==> src/common/ptm_pkg.sv <==
// Shared constants, register map and carrier types of the period timer block
package ptm_pkg;

  // Bus geometry
  localparam int ADDR_W = 8;
  localparam int DATA_W = 32;

  // Register byte offsets
  localparam logic [ADDR_W-1:0] OFS_COUNT = 8'h00;
  localparam logic [ADDR_W-1:0] OFS_PERIOD = 8'h04;
  localparam logic [ADDR_W-1:0] OFS_CONTROL = 8'h08;
  localparam logic [ADDR_W-1:0] OFS_FLAGS = 8'h0c;
  localparam logic [ADDR_W-1:0] OFS_MASK = 8'h10;
  localparam logic [ADDR_W-1:0] OFS_DUTY = 8'h14;
  localparam logic [ADDR_W-1:0] OFS_PWMCTL = 8'h18;

  // Field positions
  localparam int CTL_PRESCALE_LSB = 0;
  localparam int CTL_RUN_BIT = 2;
  localparam int CTL_POST_LSB = 3;
  localparam int CTL_USED_W = 7;
  localparam int FLAG_MATCH_BIT = 1;
  localparam int PWMCTL_MODE_LSB = 0;
  localparam int PWMCTL_DUTYLSB_LSB = 4;
  localparam int PWMCTL_USED_W = 6;

  // Reset values
  localparam logic [7:0] COUNT_RESET = 8'h00;
  localparam logic [7:0] PERIOD_RESET = 8'hff;
  localparam logic [7:0] CONTROL_RESET = 8'h00;
  localparam logic [7:0] FLAGS_RESET = 8'h00;
  localparam logic [7:0] MASK_RESET = 8'h00;
  localparam logic [7:0] DUTY_RESET = 8'h00;
  localparam logic [7:0] PWMCTL_RESET = 8'h00;

  // Timing: the instruction clock is the block clock divided by four
  localparam int PHASE_W = 2;
  localparam logic [PHASE_W-1:0] PHASE_LAST = 2'h3;

  // Prescaler terminal counts for 1:1, 1:4 and 1:16
  localparam logic [3:0] PRE_LIM_1 = 4'h0;
  localparam logic [3:0] PRE_LIM_4 = 4'h3;
  localparam logic [3:0] PRE_LIM_16 = 4'hf;

  // Mode bits 3:2 both set select PWM
  localparam logic [1:0] PWM_MODE_HI = 2'h3;

  typedef struct packed {
    logic psel;
    logic penable;
    logic pwrite;
    logic [ADDR_W-1:0] paddr;
    logic [DATA_W-1:0] pwdata;
  } ptm_apb_req_t;

  typedef struct packed {
    logic [DATA_W-1:0] prdata;
    logic pready;
    logic pslverr;
  } ptm_apb_rsp_t;

  typedef struct packed {
    logic [PHASE_W-1:0] phase;
    logic [7:0] count;
    logic [7:0] period;
    logic [7:0] control;
    logic [7:0] flags;
    logic [7:0] mask;
    logic [7:0] dutyHigh;
    logic [7:0] pwmControl;
    logic matchPulse;
    logic [DATA_W-1:0] prdata;
    logic pslverr;
  } ptm_state_t;

  function automatic logic [3:0] prescaleLimit(input logic [1:0] sel);
    logic [3:0] lim;
    lim = PRE_LIM_16;
    if (sel == 2'h0)
    begin
      lim = PRE_LIM_1;
    end
    else if (sel == 2'h1)
    begin
      lim = PRE_LIM_4;
    end
    return lim;
  endfunction

endpackage

==> src/ptm_scaler.sv <==
// Clearable event divider used as prescaler and postscaler
`timescale 1ns/10ps
module ptm_scaler #(
  parameter int W = 4
) (
  input wire logic clock,
  input wire logic rstSyncN,
  input wire logic clear,
  input wire logic tick,
  input wire logic [W-1:0] limit,
  output logic done
);
  import ptm_pkg::*;

  typedef struct packed {
    logic [W-1:0] cnt;
  } ptm_scaler_state_t;

  ptm_scaler_state_t state;
  ptm_scaler_state_t next_state;

  if (W < 1 || W > 16)
  begin : gWidthCheck
    $error("ptm_scaler width out of range");
  end

  // Greater-or-equal so a limit lowered mid-count still terminates
  assign done = tick && !clear && (state.cnt >= limit);

  always_comb
  begin
    next_state = state;
    if (clear)
    begin
      next_state.cnt = '0;
    end
    else if (tick)
    begin
      if (state.cnt >= limit)
      begin
        next_state.cnt = '0;
      end
      else
      begin
        next_state.cnt = state.cnt + W'(1);
      end
    end
  end

  always_ff @(posedge clock or negedge rstSyncN)
  begin
    if (!rstSyncN)
    begin
      state <= '0;
    end
    else
    begin
      state <= next_state;
    end
  end

endmodule // ptm_scaler

==> src/ptm_pwm.sv <==
// Pulse-width output stage timed by the period timer
`timescale 1ns/10ps
module ptm_pwm (
  input wire logic clock,
  input wire logic rstSyncN,
  input wire logic enable,
  input wire logic periodStart,
  input wire logic [9:0] countExt,
  input wire logic [9:0] duty,
  output logic pwmOut
);
  import ptm_pkg::*;

  typedef struct packed {
    logic [9:0] dutyLatched;
    logic out;
  } ptm_pwm_state_t;

  ptm_pwm_state_t state;
  ptm_pwm_state_t next_state;

  assign pwmOut = state.out;

  always_comb
  begin
    next_state = state;
    if (!enable)
    begin
      next_state.out = 1'b0;
      next_state.dutyLatched = duty;
    end
    else if (periodStart)
    begin
      // While enabled, duty is taken only at a period boundary so a write never glitches a pulse
      next_state.dutyLatched = duty;
      next_state.out = (duty != 10'h000);
    end
    else if (state.out && (({1'b0, countExt} + 11'h001) >= {1'b0, state.dutyLatched}))
    begin
      // Compared one count ahead so the registered pin is low from the count equal to duty
      // A duty beyond the last count of the period is never reached
      next_state.out = 1'b0;
    end
  end

  always_ff @(posedge clock or negedge rstSyncN)
  begin
    if (!rstSyncN)
    begin
      state <= '0;
    end
    else
    begin
      state <= next_state;
    end
  end

endmodule // ptm_pwm

==> src/ptm_timer.sv <==
// Period timer with prescaler, postscaler, PWM stage and APB register slave
//
// The implementer's own choices: the APB slave port and the register addresses.
`timescale 1ns/10ps

// Functional notes
// Counter runs from clock/4 through a 1:1, 1:4 or 1:16 prescaler, control bits 1:0.
// Counter counts up from zero and wraps to zero after equalling the period.
// Period register is read/write and resets to all ones.
// Software reads and writes the counter; every reset clears it.
// Match events pass a 4-bit postscaler, 1:1 to 1:16, setting the match flag.
// Clearing the run bit, control bit 2, stops the timer.
// Count write, control write and reset clear both scaler counters.
// A control write leaves the counter value untouched.
// The raw match pulse, before the postscaler, goes to the serial port.
// The timer is the period time base of the PWM stage.
// A duty above the period never drives the PWM output low.
// Software sets period, duty, pin direction, timer, then PWM mode, in that order.
// PWM resolution equals log2 of oscillator over PWM frequency.
// Software picks the port B direction bit by the pin-select setting.
// Postscaler flags after setting plus one matches, then restarts.
// With run clear the count holds, no matches occur, registers stay reachable.
module ptm_timer (
  input wire logic clock,
  input wire logic rstn,
  input wire ptm_pkg::ptm_apb_req_t apbReq,
  output ptm_pkg::ptm_apb_rsp_t apbRsp,
  output logic irq,
  output logic sspShiftTick,
  output logic pwmOut,
  output logic pwmMode
);
  import ptm_pkg::*;

  logic [1:0] rstSync;
  logic rstSyncN;

  ptm_state_t state;
  ptm_state_t next_state;

  logic setupPhase;
  logic accessPhase;
  logic wrAccess;
  logic wrCount;
  logic wrPeriod;
  logic wrControl;
  logic wrFlags;
  logic wrMask;
  logic wrDuty;
  logic wrPwmCtl;
  logic addrMapped;
  logic [7:0] wrByte;
  logic runOn;
  logic instrTick;
  logic preTick;
  logic timerTick;
  logic matchNow;
  logic scalerClear;
  logic postDone;
  logic [9:0] dutyValue;
  logic [9:0] countExt;

  // Reset enters asynchronously but is released through two stages
  always_ff @(posedge clock or negedge rstn)
  begin
    if (!rstn)
    begin
      rstSync <= 2'h0;
    end
    else
    begin
      rstSync <= {rstSync[0], 1'b1};
    end
  end

  assign rstSyncN = rstSync[1];

  function automatic logic isMapped(input logic [ADDR_W-1:0] addr);
    logic hit;
    hit = 1'b0;
    unique case (addr)
      OFS_COUNT, OFS_PERIOD, OFS_CONTROL, OFS_FLAGS, OFS_MASK, OFS_DUTY, OFS_PWMCTL:
      begin
        hit = 1'b1;
      end
      default:
      begin
        hit = 1'b0;
      end
    endcase
    return hit;
  endfunction

  function automatic logic [DATA_W-1:0] readMux(input ptm_state_t s, input logic [ADDR_W-1:0] addr);
    logic [7:0] val;
    val = 8'h00;
    unique case (addr)
      OFS_COUNT:
      begin
        val = s.count;
      end
      OFS_PERIOD:
      begin
        val = s.period;
      end
      OFS_CONTROL:
      begin
        val = s.control;
      end
      OFS_FLAGS:
      begin
        val = s.flags;
      end
      OFS_MASK:
      begin
        val = s.mask;
      end
      OFS_DUTY:
      begin
        val = s.dutyHigh;
      end
      OFS_PWMCTL:
      begin
        val = s.pwmControl;
      end
      default:
      begin
        val = 8'h00;
      end
    endcase
    return {24'h000000, val};
  endfunction

  // Bus decode; the slave never stretches the access phase
  assign setupPhase = apbReq.psel && !apbReq.penable;
  assign accessPhase = apbReq.psel && apbReq.penable;
  assign wrAccess = accessPhase && apbReq.pwrite;
  assign wrByte = apbReq.pwdata[7:0];
  assign addrMapped = isMapped(apbReq.paddr);
  assign wrCount = wrAccess && (apbReq.paddr == OFS_COUNT);
  assign wrPeriod = wrAccess && (apbReq.paddr == OFS_PERIOD);
  assign wrControl = wrAccess && (apbReq.paddr == OFS_CONTROL);
  assign wrFlags = wrAccess && (apbReq.paddr == OFS_FLAGS);
  assign wrMask = wrAccess && (apbReq.paddr == OFS_MASK);
  assign wrDuty = wrAccess && (apbReq.paddr == OFS_DUTY);
  assign wrPwmCtl = wrAccess && (apbReq.paddr == OFS_PWMCTL);

  assign apbRsp.pready = accessPhase;
  assign apbRsp.prdata = state.prdata;
  assign apbRsp.pslverr = accessPhase && state.pslverr;

  // Timing chain: clock/4, then prescaler, then counter
  assign runOn = state.control[CTL_RUN_BIT];
  assign instrTick = runOn && (state.phase == PHASE_LAST); // see R1
  assign scalerClear = wrCount || wrControl;

  ptm_scaler #(
    .W(4)
  ) uPrescale (
    .clock(clock),
    .rstSyncN(rstSyncN),
    .clear(scalerClear),
    .tick(instrTick),
    .limit(prescaleLimit(state.control[CTL_PRESCALE_LSB +: 2])),
    .done(preTick)
  );

  // A count write takes priority over the increment it coincides with
  assign timerTick = preTick && !wrCount;
  assign matchNow = timerTick && (state.count == state.period); // see R2

  ptm_scaler #(
    .W(4)
  ) uPostscale (
    .clock(clock),
    .rstSyncN(rstSyncN),
    .clear(scalerClear),
    .tick(matchNow),
    .limit(state.control[CTL_POST_LSB +: 4]), // see R5
    .done(postDone)
  );

  // Extended count: low bits come from the clock/4 phase, exact only at prescale 1:1
  assign countExt = {state.count, state.phase};
  assign dutyValue = {state.dutyHigh, state.pwmControl[PWMCTL_DUTYLSB_LSB +: 2]};
  assign pwmMode = (state.pwmControl[PWMCTL_MODE_LSB + 2 +: 2] == PWM_MODE_HI);

  ptm_pwm uPwm (
    .clock(clock),
    .rstSyncN(rstSyncN),
    .enable(pwmMode),
    .periodStart(matchNow),
    .countExt(countExt),
    .duty(dutyValue),
    .pwmOut(pwmOut)
  );

  assign sspShiftTick = state.matchPulse;
  assign irq = |(state.flags & state.mask);

  always_comb
  begin
    next_state = state;
    next_state.phase = state.phase + PHASE_W'(1);
    next_state.matchPulse = matchNow;

    if (wrCount)
    begin
      next_state.count = wrByte;
    end
    else if (timerTick)
    begin
      if (state.count == state.period)
      begin
        next_state.count = COUNT_RESET;
      end
      else
      begin
        next_state.count = state.count + 8'h01;
      end
    end

    if (wrPeriod)
    begin
      next_state.period = wrByte;
    end

    // A control write reloads control and clears both scaler counters; the counter keeps the value it holds
    if (wrControl)
    begin
      next_state.control = {1'b0, wrByte[CTL_USED_W-1:0]};
    end

    if (wrMask)
    begin
      next_state.mask = wrByte & (8'h01 << FLAG_MATCH_BIT);
    end

    if (wrDuty)
    begin
      next_state.dutyHigh = wrByte;
    end

    if (wrPwmCtl)
    begin
      next_state.pwmControl = {2'h0, wrByte[PWMCTL_USED_W-1:0]};
    end

    // Write one clears; a flag raised in the same cycle survives the clear
    if (wrFlags)
    begin
      next_state.flags = state.flags & ~wrByte;
    end
    if (postDone)
    begin
      next_state.flags[FLAG_MATCH_BIT] = 1'b1;
    end

    // Read data and error are captured in the setup cycle for a zero-wait access phase
    if (setupPhase)
    begin
      next_state.prdata = readMux(state, apbReq.paddr);
      next_state.pslverr = !addrMapped;
    end
  end

  always_ff @(posedge clock or negedge rstSyncN)
  begin
    if (!rstSyncN)
    begin
      state.phase <= '0;
      state.count <= COUNT_RESET;
      state.period <= PERIOD_RESET;
      state.control <= CONTROL_RESET;
      state.flags <= FLAGS_RESET;
      state.mask <= MASK_RESET;
      state.dutyHigh <= DUTY_RESET;
      state.pwmControl <= PWMCTL_RESET;
      state.matchPulse <= 1'b0;
      state.prdata <= '0;
      state.pslverr <= 1'b0;
    end
    else
    begin
      state <= next_state;
    end
  end

endmodule // ptm_timer

==> config.mk <==
export PLATFORM = sky130hd
export DESIGN_NAME = ptm_timer
export DESIGN_NICKNAME = d
export VERILOG_FILES = /design/src/common/ptm_pkg.sv /design/src/ptm_scaler.sv /design/src/ptm_pwm.sv /design/src/ptm_timer.sv
export SDC_FILE = /design/constraint.sdc
export NUM_CORES = 1
export LEC_CHECK = 0
export BUFFER_PORTS_ARGS = -buffer_cell sky130_fd_sc_hd__clkbuf_2
export CAP_MARGIN = 20
export CORE_MARGIN = 2
export CORE_UTILIZATION = 50
export CTS_BUF_LIST = sky130_fd_sc_hd__clkbuf_2 sky130_fd_sc_hd__clkbuf_4 sky130_fd_sc_hd__clkbuf_8
export CTS_CLUSTER_SIZE = 8
export DETAILED_ROUTE_END_ITERATION = 8
export PLACE_DENSITY = 0.72
export SETUP_SLACK_MARGIN = 0.2
export SYNTH_ARGS = -nofsm -noshare
export SYNTH_HDL_FRONTEND = slang
export SYNTH_HIERARCHICAL = 1
export SYNTH_SLANG_ARGS = --single-unit
==> constraint.sdc <==
create_clock -name clock -period 4.6 [get_ports clock]
set_clock_uncertainty 0.15 [all_clocks]
set_input_delay 0.46 -clock clock [delete_from_list [all_inputs] [get_ports clock]]
set_output_delay 0.46 -clock clock [all_outputs]
set_load 0.01 [all_outputs]
Word-level counts from Yosys, hierarchy flattened
Cells that the tools add are included.
{"block": "totals", "reg_bits": 79, "wordCells": 92}
{"block": "classes", "add_sub_neg": 5, "magnitude_cmp": 3, "n_eq_ne": 12, "mux": 19, "bitwise_logic": 3, "n_reduce_logical": 33}
{"op": "8-bit one-hot mux with 7 select lines", "n": 1}
{"op": "4-bit two-way mux", "n": 8}
{"op": "8-bit by 5-bit equality test with 1-bit output (second input constant)", "n": 3}
{"op": "8-bit two-way mux", "n": 3}
{"op": "1-bit logical AND", "n": 19}
{"op": "8-bit by 4-bit equality test with 1-bit output (second input constant)", "n": 2}
{"op": "10-bit by 1-bit adder with 11-bit output (second input constant)", "n": 1}
{"op": "11-bit by 10-bit greater-or-equal comparator with 1-bit output", "n": 1}
{"op": "11-bit two-way mux", "n": 1}
{"op": "10-bit two-way mux", "n": 1}
{"op": "10-bit nonzero test", "n": 1}
{"op": "4-bit by 1-bit adder with 4-bit output (second input constant)", "n": 2}
{"op": "8-bit by 1-bit adder with 8-bit output (second input constant)", "n": 1}
{"op": "8-bit by 2-bit bitwise AND with 8-bit output", "n": 1}
{"op": "8-bit bitwise AND", "n": 1}
{"op": "8-bit by 3-bit equality test with 1-bit output (second input constant)", "n": 1}
{"op": "8-bit equality test", "n": 1}
{"op": "4-bit greater-or-equal comparator", "n": 2}
{"op": "8-bit logical NOT", "n": 1}
{"op": "8-bit NOT", "n": 1}
{"op": "2-bit nonzero test", "n": 4}
{"op": "8-bit OR reduction", "n": 1}
{"op": "7-bit OR reduction", "n": 1}
{"op": "2-bit equality test (second input constant)", "n": 2}
{"op": "9 further kinds", "n": 15}

Longest topological paths before layout
Gate-level depths: netlist of the first run.
{"block": "logic_depth", "word_depth": 12, "ltp_mapped": 13}

By module
The synthesis of the first run kept the hierarchy.
{"mod": "ptm_timer", "instances": 1, "cells_each": 296, "area_per_inst_um2": 3286.9, "seq_area_each_um2": 1511.4}
{"mod": "ptm_pwm", "instances": 1, "cells_each": 96, "area_per_inst_um2": 828.3, "seq_area_each_um2": 275.3}
{"mod": "ptm_scaler", "instances": 2, "cells_each": 35, "area_per_inst_um2": 342.8, "seq_area_each_um2": 100.1}

Least setup slack after synthesis of the first run
No wires, ideal clock.
{"block": "synth_timing", "kind": "input to register", "startpoint": "input port apbReq[36] in the netlist's numbering", "endpoint": "register uPwm.state (netlist bit uPwm/pwmOut)", "arrival_time_ns": 3.087, "path_slack_ns": 1.231, "path_stages": 11, "path_cell_list": "clkbuf_1 -> inv_1 -> and4_1 -> buf_2 -> or2_2 -> nor4b_1 -> and3_1 -> nand4bb_1 -> a31o_1 -> a211oi_1 -> or3_1"}
{"block": "synth_via", "elab_chain_cells": 10, "elab_cells_between_ends": 14, "classes_between": "eq/ne: 2; mux: 2; reduce/logical: 10"}
{"element": "start, declared", "line_no": "ptm_timer.sv:26", "text": "input wire ptm_pkg::ptm_apb_req_t apbReq,"}
{"element": "8-bit by 4-bit equality test with 1-bit output or 8-bit logical NOT (tied branches)", "line_no": "ptm_timer.sv:142, ptm_timer.sv:140"}
{"element": "1-bit logical AND (on tied branches)", "line_no": "ptm_timer.sv:142, ptm_timer.sv:140"}
{"element": "1-bit logical OR *", "line_no": "ptm_timer.sv:155", "text": "assign scalerClear = wrCount || wrControl;"}
{"element": "via scalerClear", "line_no": "ptm_timer.sv:58", "text": "logic scalerClear;"}
{"element": "1-bit logical NOT *", "line_no": "ptm_scaler.sv:28", "text": "assign done = tick && !clear && (state.cnt >= limit);"}
{"element": "1-bit logical AND * (2 in a row)", "line_no": "ptm_scaler.sv:28"}
{"element": "via preTick", "line_no": "ptm_timer.sv:55", "text": "logic preTick;"}
{"element": "1-bit logical AND *", "line_no": "ptm_timer.sv:169", "text": "assign timerTick = preTick && !wrCount;"}
{"element": "1-bit logical AND *", "line_no": "ptm_timer.sv:170", "text": "assign matchNow = timerTick && (state.count == state.period);"}
{"element": "via matchNow", "line_no": "ptm_timer.sv:57", "text": "logic matchNow;"}
{"element": "1-bit two-way mux", "line_no": "ptm_pwm.sv:32", "text": "else if (periodStart)"}
{"element": "11-bit two-way mux", "line_no": "ptm_pwm.sv:27", "text": "if (!enable)"}
{"element": "end signal, assigned", "line_no": "ptm_pwm.sv:54", "text": "state <= next_state;"}
{"element": "end, declared", "line_no": "ptm_pwm.sv:19", "text": "ptm_pwm_state_t state;"}
Mark *: on every way through the listed nets, which the timed path passes. The rest lies on a longest branch.
A chain may end at the register's enable or synchronous reset.

Worst setup path in the final report of the first run
{"block": "layout_timing", "startpoint": "input port apbReq[34] in the netlist's numbering", "endpoint": "register uPwm.state (netlist bit uPwm/pwmOut)"}
The elaborated chain is that of the path after synthesis.

==> flow_summary.html, run 1 <==
<table>
<tr><th>Metric</th><th>Value</th></tr>
<tr><th colspan="2">Run status</th></tr>
<tr><td>Result of the run</td><td>complete, no violations</td></tr>
<tr><th colspan="2">Pwr</th></tr>
<tr><td>Fraction of power consumed by the clock network</td><td>35.3%</td></tr>
<tr><td>Worst IR drop on VDD</td><td>0.000250 V</td></tr>
<tr><td>Cell Int Power</td><td>965 uW</td></tr>
<tr><td>Share of total power consumed by net switching</td><td>27.3%</td></tr>
<tr><td>Static leakage power</td><td>2.27 nW</td></tr>
<tr><td>Power, Total</td><td>1.33 mW</td></tr>
<tr><td>P_sw</td><td>362 uW</td></tr>
<tr><td>Power share of the combinational group</td><td>9.0%</td></tr>
<tr><td>Power Density</td><td>261 nW/um^2</td></tr>
<tr><td>Portion of total power attributed to sequential cells</td><td>55.6%</td></tr>
<tr><th colspan="2">Logic synthesis</th></tr>
<tr><td>Post-synth ARST share</td><td>100%</td></tr>
<tr><td>Post-synthesis mux area share</td><td>11.3%</td></tr>
<tr><td>Cell Area, Synth</td><td>4800 sq um</td></tr>
<tr><td>Main flop type after synthesis</td><td>sky130_fd_sc_hd__dfrtp_1</td></tr>
<tr><td>Simple-gate share of the synthesized area</td><td>15.6%</td></tr>
<tr><td>Number of instances in the synthesized netlist</td><td>462</td></tr>
<tr><td>Post-synthesis xor/xnor area fraction</td><td>2.92%</td></tr>
<tr><td>EDFF count, synth</td><td>0</td></tr>
<tr><td>Combinational family with the most area after synthesis</td><td>simple AND/OR/NAND/NOR gates</td></tr>
<tr><td>Adder-cell area share of the yosys netlist</td><td>5.99%</td></tr>
<tr><td>Share of the yosys chip area belonging to registers</td><td>41.4%</td></tr>
<tr><td>Warning count from the yosys run</td><td>6</td></tr>
<tr><td>Mean area per synthesized cell</td><td>10.4 sq um</td></tr>
<tr><td>Count of different cell masters after synthesis</td><td>58</td></tr>
<tr><td>Post-synthesis compound-gate area fraction</td><td>13.7%</td></tr>
<tr><td>#FFs+latches synth</td><td>79</td></tr>
<tr><th colspan="2">Place</th></tr>
<tr><td>Input/output buffers</td><td>34</td></tr>
<tr><td>Half-perimeter wire length after detailed placement</td><td>7620 um</td></tr>
<tr><td>Gpl congestion</td><td>0.890</td></tr>
<tr><td>Inst Count DP</td><td>600</td></tr>
<tr><td>Pre-CTS setup slack</td><td>0.576 ns</td></tr>
<tr><th colspan="2">Clock network</th></tr>
<tr><td>Clock Tree Buf Depth</td><td>2</td></tr>
<tr><td>Worst-skew pair later-pin latency</td><td>0.36 ns</td></tr>
<tr><td>Number of clock sinks</td><td>79</td></tr>
<tr><td>Number of buffers inserted for hold repair after clock tree synthesis</td><td>1</td></tr>
<tr><td>Cts repair resizes</td><td>0</td></tr>
<tr><td>Clock input transition at the sequential cells of the worst setup and hold paths</td><td>0.09 ns</td></tr>
<tr><td>H-tree depth</td><td>3</td></tr>
<tr><td>CTS tree</td><td>done</td></tr>
<tr><td>Setup repair bufs after CTS</td><td>0</td></tr>
<tr><td>CTS Root Buffer Type</td><td>sky130_fd_sc_hd__clkbuf_8</td></tr>
<tr><td>Number of buffers added by the clock tree synthesis step</td><td>9</td></tr>
<tr><th colspan="2">Route</th></tr>
<tr><td>Routed via count</td><td>3562</td></tr>
<tr><td>Routed wire length per instance</td><td>17.1 um</td></tr>
<tr><td>Drt via density</td><td>5.77</td></tr>
<tr><td>DRT iter0 DRCs</td><td>219</td></tr>
<tr><td>Post-detailed-routing wire length</td><td>10600 um</td></tr>
<tr><td>DRC violation count after routing</td><td>0</td></tr>
<tr><td>Antenna Violating Nets Remaining</td><td>0</td></tr>
<tr><td>Length of the first detailed-routing pass in iterations</td><td>5</td></tr>
<tr><th colspan="2">GRT</th></tr>
<tr><td>Remaining Overflow, GRT</td><td>0</td></tr>
<tr><td>Number of antenna violations at the first check in global routing</td><td>0</td></tr>
<tr><td>Maximum number of pins on one net before global-route repair</td><td>78</td></tr>
<tr><td>Vias in the first global route</td><td>3282</td></tr>
<tr><td>GRT Resource Usage Total</td><td>21.0%</td></tr>
<tr><td>Global-route wire length before repair</td><td>16800 um</td></tr>
<tr><th colspan="2">STA</th></tr>
<tr><td>Transition time of the tightest slew-check pin</td><td>1.01 ns</td></tr>
<tr><td>Tightest slew margin relative to the limit</td><td>33.0%</td></tr>
<tr><td>Maximum clock frequency</td><td>0.266 GHz</td></tr>
<tr><td>Shortest period the worst path allows</td><td>3.76 ns</td></tr>
<tr><td>Unrepaired setup endpoints after global routing</td><td>no</td></tr>
<tr><td>Final worst slack</td><td>0.841 ns</td></tr>
<tr><td>Total of endpoints with negative setup slack in the final report</td><td>0</td></tr>
<tr><td>Fin. max-slew vios</td><td>0</td></tr>
<tr><td>Count of endpoints failing hold in the final timing report</td><td>0</td></tr>
<tr><td>Post-route fraction of the period consumed by the critical path</td><td>81.7%</td></tr>
<tr><td>Setup tns final</td><td>0 ns</td></tr>
<tr><th colspan="2">Final layout</th></tr>
<tr><td>Area growth from synthesis to layout</td><td>6.07%</td></tr>
<tr><td>Number of non-filler instances in the completed layout</td><td>617</td></tr>
<tr><td>Commonest cells after routing, fill and taps aside</td><td>sky130_fd_sc_hd__dfrtp_1 (70), sky130_fd_sc_hd__clkbuf_2 (34), sky130_fd_sc_hd__mux2_2 (32)</td></tr>
<tr><td>Fin nets</td><td>551</td></tr>
<tr><td>Most common cell after layout, fill and taps aside</td><td>sky130_fd_sc_hd__dfrtp_1</td></tr>
<tr><td>Final Util</td><td>54.9%</td></tr>
<tr><td>Share of cells above drive strength 1</td><td>23.6%</td></tr>
<tr><td>Filler instances</td><td>844</td></tr>
<tr><td>Ant. Diodes</td><td>0</td></tr>
<tr><th colspan="2">Setup path</th></tr>
<tr><td>Reg2Reg Depth</td><td>10</td></tr>
<tr><td>Arrival time at the worst endpoint</td><td>3.86 ns</td></tr>
<tr><td>Critical Path Source Type</td><td>input pin</td></tr>
<tr><td>Category of the worst setup path capture point</td><td>flip-flop</td></tr>
<tr><td>Critical path peak fanout</td><td>16</td></tr>
<tr><td>Required time worst endpoint</td><td>4.70 ns</td></tr>
<tr><td>Worst setup path category</td><td>in2reg</td></tr>
<tr><th colspan="2">Min path</th></tr>
<tr><td>Path category of the worst min-delay check</td><td>in2reg</td></tr>
<tr><td>Number of cells on the worst hold path</td><td>2</td></tr>
<tr><th colspan="2">Floorplan</th></tr>
<tr><td>Initial cell density of the core</td><td>51.7%</td></tr>
<tr><td>Die boundary width</td><td>102 um</td></tr>
<tr><td>Vert. Die Dim</td><td>102 um</td></tr>
<tr><td>Placement row count</td><td>35</td></tr>
<tr><td>Area of the core</td><td>9280 sq um</td></tr>
<tr><td>Num ports</td><td>83</td></tr>
<tr><td>Full die area</td><td>10400 sq um</td></tr>
<tr><th colspan="2">Job</th></tr>
<tr><td>Max-cap violation count</td><td>0</td></tr>
</table>
## area by class of cell
| cell class | count | area [sq um] | share of cell area, % |
|---|---|---|---|
| sequential | 79 | 1990 | 39.1 |
| clock buffer | 11 | 139 | 2.73 |
| inverter | 25 | 93.8 | 1.84 |
| clock inverter | 5 | 33.8 | 0.663 |
| multi-input combinational | 330 | 2470 | 48.5 |
| timing repair buffer | 38 | 203 | 3.98 |
| tap | 129 | 161 | 3.17 |
## synthesized netlist by cell type (10+ instances only)
cell	count	area share (%)
sky130_fd_sc_hd__mux2_2	32	7.5
sky130_fd_sc_hd__a21oi_1	23	2.4
sky130_fd_sc_hd__ha_1	23	6.0
sky130_fd_sc_hd__buf_4	33	5.2
sky130_fd_sc_hd__nand2b_1	10	1.3
sky130_fd_sc_hd__nand3_1	18	1.9
sky130_fd_sc_hd__dfrtp_1	71	37
sky130_fd_sc_hd__clkbuf_1	11	0.86
sky130_fd_sc_hd__inv_1	25	2.0
sky130_fd_sc_hd__and2_1	10	1.3
sky130_fd_sc_hd__nand2_1	29	2.3
sky130_fd_sc_hd__xnor2_1	13	2.4
sky130_fd_sc_hd__nor2_1	20	1.6
sky130_fd_sc_hd__o21ai_0	16	1.7
## flip-flops by register name (all words and copies together) (netlist names)
register          count
uPrescale/state       4
state                28
uPwm/pwmOut           1
uPostscale/state      4
countExt             10
sspShiftTick          1
runOn                 1
apbRsp                8
rstSync               2
uPwm/state           10
dutyValue            10
## metrics by stage
step | cell area (sq um) | hold WS [ns]
after floorplan | 4890 | 0.0144
after global routing | 5090 | 0.226
final | 5090 | 0.210
after global placement | 4910 | 0.0953
after detailed placement | 4910 | 0.0979
after CTS | 5090 | 0.193
## worst max-delay path: stages
cell,delay (ns)
sky130_fd_sc_hd__clkbuf_2,0.35
sky130_fd_sc_hd__nor2b_1,0.24
sky130_fd_sc_hd__and4_1,0.41
sky130_fd_sc_hd__or2_2,0.44
sky130_fd_sc_hd__nor4b_1,0.64
sky130_fd_sc_hd__and3_1,0.56
sky130_fd_sc_hd__nand4bb_1,0.24
sky130_fd_sc_hd__a31o_1,0.13
sky130_fd_sc_hd__a211oi_1,0.04
sky130_fd_sc_hd__or3_1,0.34
## layer usage
| layer | GRT usage, % | vias to the layer above | part of all wire, % |
|---|---|---|---|
| met2 | 32.1 | 131 | 47 |
| met1 | 30.3 | 1773 | 46 |
| li1 | - | 1645 | - |
| met5 | 0 | - | 0 |
| met3 | 5.54 | 13 | 6.3 |
| met4 | 4.92 | 0 | 1.3 |
## kinds of logic (layout without fill, tap and decap cells)
logic type	count (synthesis)	count (layout)
and+or+nand+nor	131	131
AOI/OAI and AO/OA	91	91
DFF	79	79
buffers and inverters	76	79
muxes	44	44
adders and majority gates	23	23
xor gates and xnor gates	16	16
other	2	25
## power groups by stage
stage / combinational, mW / sequential, mW / clock, mW
finish: 0.120 / 0.738 / 0.469
global route: 0.132 / 0.743 / 0.508
CTS: 0.119 / 0.739 / 0.485
detailed placement: 0.118 / 0.752 / 0
global placement: 0.112 / 0.751 / 0
floorplan: 0.102 / 0.741 / 0
## path summary, 6_finish.rpt
path                            startpoint     endpoint  slack, ns
worst max-delay path            apbReq[34]  uPwm/pwmOut       0.84
worst min-delay path             apbReq[7]    state[65]       0.21
worst max register to register   state[67]  uPwm/pwmOut       1.13
worst min register to register  rstSync[0]   rstSync[1]       0.21
max in group asynchronous       rstSync[1]  countExt[4]       3.30
min in group asynchronous             rstn   rstSync[0]       0.27
(Power assumes the default switching activity.)
==> run 2: changes to the inputs <==
==> constraint.sdc (replaced) <==
create_clock -name clock -period 3.75 [get_ports clock]
set_clock_uncertainty 0.15 [all_clocks]
set_input_delay 0.375 -clock clock [delete_from_list [all_inputs] [get_ports clock]]
set_output_delay 0.375 -clock clock [all_outputs]
set_load 0.01 [all_outputs]
==> run 2 against run 1 <==
The run now ends with negative hold slack left. Flip-flop and latch count did not move. Sequential share of layout area is 0.54 points lower. Cell count up 0.97%. Clock-buffer cell count is 2 lower. Non-clock buffer count increased by 6. Largest cell class unchanged. Final area increased by 1.4%. Critical path depth stayed put.
==> flow_summary.html, run 2 (synthesis gave the netlist of run 1 again) <==
<table>
<tr><th>Metric</th><th>Value</th></tr>
<tr><th colspan="2">Final layout</th></tr>
<tr><td>Largest reg by FF count</td><td>state</td></tr>
<tr><td>Commonest cells after routing, fill and taps aside</td><td>sky130_fd_sc_hd__dfrtp_1 (70), sky130_fd_sc_hd__clkbuf_2 (34), sky130_fd_sc_hd__mux2_2 (32)</td></tr>
<tr><td>Final standard cell area without fillers</td><td>5160 sq um (+1.4%)</td></tr>
<tr><td>Number of non-filler instances in the completed layout</td><td>623 (+0.97%)</td></tr>
<tr><td>Fin nets</td><td>557 (+1.1%)</td></tr>
<tr><td>Max FFs per register</td><td>28 (unchanged)</td></tr>
<tr><td>Most common cell after layout, fill and taps aside</td><td>sky130_fd_sc_hd__dfrtp_1</td></tr>
<tr><td>Area growth from synthesis to layout</td><td>7.56%</td></tr>
<tr><td>Ant. Diodes</td><td>0 (unchanged)</td></tr>
<tr><td>Share of cells above drive strength 1</td><td>24.5% (+0.93 points)</td></tr>
<tr><th colspan="2">Setup path</th></tr>
<tr><td>End of the worst register-to-register path</td><td>uPwm/pwmOut</td></tr>
<tr><td>Critical Path Source Type</td><td>flip-flop</td></tr>
<tr><td>Buffers &amp; Inverters on Critical Path</td><td>0 (-1)</td></tr>
<tr><td>Worst setup path endpoint</td><td>uPwm/pwmOut</td></tr>
<tr><td>Required time worst endpoint</td><td>3.89 ns (-0.81 ns)</td></tr>
<tr><td>Depth of the critical timing path with buffers and inverters included</td><td>10 (unchanged)</td></tr>
<tr><td>Arrival time at the worst endpoint</td><td>3.12 ns (-0.74 ns)</td></tr>
<tr><td>Category of the worst setup path capture point</td><td>flip-flop</td></tr>
<tr><td>Reg-to-reg startpoint</td><td>state[67]</td></tr>
<tr><td>Crit. Startpoint</td><td>state[67]</td></tr>
<tr><td>Reg2Reg Depth</td><td>10 (unchanged)</td></tr>
<tr><td>Critical path cell sequence</td><td>or2_2 &gt; ha_1 &gt; nand2b_4 &gt; a2111oi_4 &gt; nor4b_1 &gt; and3_1 &gt; nand4bb_1 &gt; a31o_1 &gt; a211oi_1 &gt; or3_1</td></tr>
<tr><td>Largest stage delay, worst path</td><td>0.48 ns (-0.16 ns)</td></tr>
<tr><td>Critical path peak fanout</td><td>5 (-11)</td></tr>
<tr><td>Slowest cell on the critical path</td><td>sky130_fd_sc_hd__a2111oi_4</td></tr>
<tr><td>Worst setup path category</td><td>reg2reg</td></tr>
<tr><td>FF-to-FF setup slack</td><td>0.77 ns (-0.36 ns)</td></tr>
<tr><td>Family with the most delay on the worst path</td><td>simple AND/OR/NAND/NOR gates</td></tr>
<tr><th colspan="2">GRT</th></tr>
<tr><td>GRT Resource Usage Total</td><td>21.1% (+0.043 points)</td></tr>
<tr><td>Vias in the first global route</td><td>3313 (+0.94%)</td></tr>
<tr><td>Remaining Overflow, GRT</td><td>0 (unchanged)</td></tr>
<tr><td>Maximum number of pins on one net before global-route repair</td><td>78 (unchanged)</td></tr>
<tr><td>Number of antenna violations at the first check in global routing</td><td>0 (unchanged)</td></tr>
<tr><td>Global-route wire length before repair</td><td>16900 um (+0.24%)</td></tr>
<tr><th colspan="2">Route</th></tr>
<tr><td>Post-detailed-routing wire length</td><td>10400 um (-1.3%)</td></tr>
<tr><td>DRT iter0 DRCs</td><td>224 (+2.3%)</td></tr>
<tr><td>Routed wire length per instance</td><td>16.7 um (-2.3%)</td></tr>
<tr><td>Antenna Violating Nets Remaining</td><td>0 (unchanged)</td></tr>
<tr><td>Drt via density</td><td>5.61 (-2.8%)</td></tr>
<tr><td>Routed via count</td><td>3497 (-1.8%)</td></tr>
<tr><td>Length of the first detailed-routing pass in iterations</td><td>6 (+1)</td></tr>
<tr><td>DRC violation count after routing</td><td>0 (unchanged)</td></tr>
<tr><th colspan="2">STA</th></tr>
<tr><td>Shortest period the worst path allows</td><td>2.98 ns</td></tr>
<tr><td>Post-route fraction of the period consumed by the critical path</td><td>79.4%</td></tr>
<tr><td>Tightest slew margin relative to the limit</td><td>41.5% (+8.6 points)</td></tr>
<tr><td>Unrepaired setup endpoints after global routing</td><td>no</td></tr>
<tr><td>Transition time of the tightest slew-check pin</td><td>0.870 ns (-0.136 ns)</td></tr>
<tr><td>Total of endpoints with negative setup slack in the final report</td><td>0 (unchanged)</td></tr>
<tr><td>Fin. max-slew vios</td><td>0 (unchanged)</td></tr>
<tr><td>Setup tns final</td><td>0 ns (unchanged)</td></tr>
<tr><td>Maximum clock frequency</td><td>0.336 GHz</td></tr>
<tr><td>Count of endpoints failing hold in the final timing report</td><td>6 (+6)</td></tr>
<tr><td>Final hold slack</td><td>-0.0126 ns (-0.222 ns)</td></tr>
<tr><th colspan="2">Floorplan</th></tr>
<tr><td>Num ports</td><td>83 (unchanged)</td></tr>
<tr><td>Vert. Die Dim</td><td>102 um (unchanged)</td></tr>
<tr><td>Full die area</td><td>10400 sq um (unchanged)</td></tr>
<tr><td>Area of the core</td><td>9280 sq um (unchanged)</td></tr>
<tr><td>Initial cell density of the core</td><td>51.7% (unchanged)</td></tr>
<tr><td>Placement row count</td><td>35 (unchanged)</td></tr>
<tr><td>Die boundary width</td><td>102 um (unchanged)</td></tr>
<tr><th colspan="2">Pwr</th></tr>
<tr><td>Worst IR drop on VDD</td><td>0.000197 V (-21%)</td></tr>
<tr><td>P_sw</td><td>465 uW (+28%)</td></tr>
<tr><td>Static leakage power</td><td>2.31 nW (+1.7%)</td></tr>
<tr><td>Share of total power consumed by net switching</td><td>28.3% (+0.97 points)</td></tr>
<tr><td>Power, Total</td><td>1.64 mW (+24%)</td></tr>
<tr><td>Power share of the combinational group</td><td>10.1% (+1.1 points)</td></tr>
<tr><td>Fraction of power consumed by the clock network</td><td>35.7% (+0.4 points)</td></tr>
<tr><td>Cell Int Power</td><td>1.18 mW (+22%)</td></tr>
<tr><td>Power Density</td><td>318 nW/um^2 (+22%)</td></tr>
<tr><td>Portion of total power attributed to sequential cells</td><td>54.2% (-1.4 points)</td></tr>
<tr><th colspan="2">Clock network</th></tr>
<tr><td>Clock input transition at the sequential cells of the worst setup and hold paths</td><td>0.09 ns (about the same)</td></tr>
<tr><td>CTS tree</td><td>done</td></tr>
<tr><td>Clock Tree Buf Depth</td><td>2 (unchanged)</td></tr>
<tr><td>Number of clock sinks</td><td>79 (unchanged)</td></tr>
<tr><td>CTS Root Buffer Type</td><td>sky130_fd_sc_hd__clkbuf_8</td></tr>
<tr><td>Number of buffers added by the clock tree synthesis step</td><td>9 (unchanged)</td></tr>
<tr><td>Worst-skew pair later-pin latency</td><td>0.36 ns (about the same)</td></tr>
<tr><td>Setup repair bufs after CTS</td><td>0 (unchanged)</td></tr>
<tr><td>H-tree depth</td><td>3 (unchanged)</td></tr>
<tr><th colspan="2">Place</th></tr>
<tr><td>Total placed instance area</td><td>4950 sq um (+0.76%)</td></tr>
<tr><td>Inst Count DP</td><td>605 (+0.83%)</td></tr>
<tr><td>Half-perimeter wire length after detailed placement</td><td>7680 um (+0.74%)</td></tr>
<tr><td>Input/output buffers</td><td>34 (unchanged)</td></tr>
<tr><td>Gpl congestion</td><td>0.912 (+2.5%)</td></tr>
<tr><th colspan="2">Job</th></tr>
<tr><td>Max-cap violation count</td><td>0 (unchanged)</td></tr>
<tr><th colspan="2">Run status</th></tr>
<tr><td>Violations in the final reports</td><td>negative hold slack</td></tr>
<tr><td>Result of the run</td><td>finished, violations left</td></tr>
<tr><th colspan="2">Min path</th></tr>
<tr><td>Path category of the worst min-delay check</td><td>reg2async</td></tr>
</table>
-- run 2: worst register-to-register path, stage by stage (launching register included) --
cell and delay [ns]:
sky130_fd_sc_hd__dfrtp_1 0.44, sky130_fd_sc_hd__or2_2 0.33, sky130_fd_sc_hd__ha_1 0.27, sky130_fd_sc_hd__nand2b_4 0.15, sky130_fd_sc_hd__a2111oi_4 0.48, sky130_fd_sc_hd__nor4b_1 0.13
sky130_fd_sc_hd__and3_1 0.24, sky130_fd_sc_hd__nand4bb_1 0.23, sky130_fd_sc_hd__a31o_1 0.21, sky130_fd_sc_hd__a211oi_1 0.15, sky130_fd_sc_hd__or3_1 0.14
-- run 2: timing repair --
action,CTS,global route
hold buffers,1,0
hold endpoints to repair,2,0
gates resized for setup,0,0
-- run 2: worst min-delay path by stage --
stage / to / slack (ns) / cells past startpoint
final: state[72] / -0.01 / 0
after global placement: rstSync[0] / 0.01 / 1
after detailed placement: rstSync[0] / 0.01 / 1
after floorplan: rstSync[0] / -0.07 / 0
after CTS: state[65] / 0.11 / 2
after global routing: state[59] / 0.003 / 0
-- run 2: final cells by class --
cell class	instances	area, sq um
multi-input cells	330	2470
clock buffers	9	124
well taps	129	161
fillers	825	4120
flip-flops and latches	79	1990
clock inverters	7	55.1
repair buffers	44	268
inverters	25	93.8
-- run 2: through the flow --
stage                     util [%]  setup slack [ns]
after floorplan                  -             0.466
after global placement        53.3             0.613
after detailed placement      53.3             0.532
after CTS                     55.3             0.771
after global routing          55.6             0.556
final                         55.6             0.773
-- run 2: per-layer routing --
layer	global-route usage [%]	up-vias	wire length (um)
li1	-	1648	-
met1	29.8	1712	4570
met2	33.5	127	5030
met3	4.38	10	735
met4	5.33	0	99
met5	0	-	0
-- run 2: power groups by stage --
stage	Combinational [mW]	Sequential [mW]	Clock, mW
2_1_floorplan	0.125	0.909	0
3_3_place_gp	0.139	0.921	0
5_1_grt	0.185	0.894	0.640
3_5_place_dp	0.145	0.922	0
6_report	0.165	0.891	0.587
4_1_cts	0.147	0.905	0.602
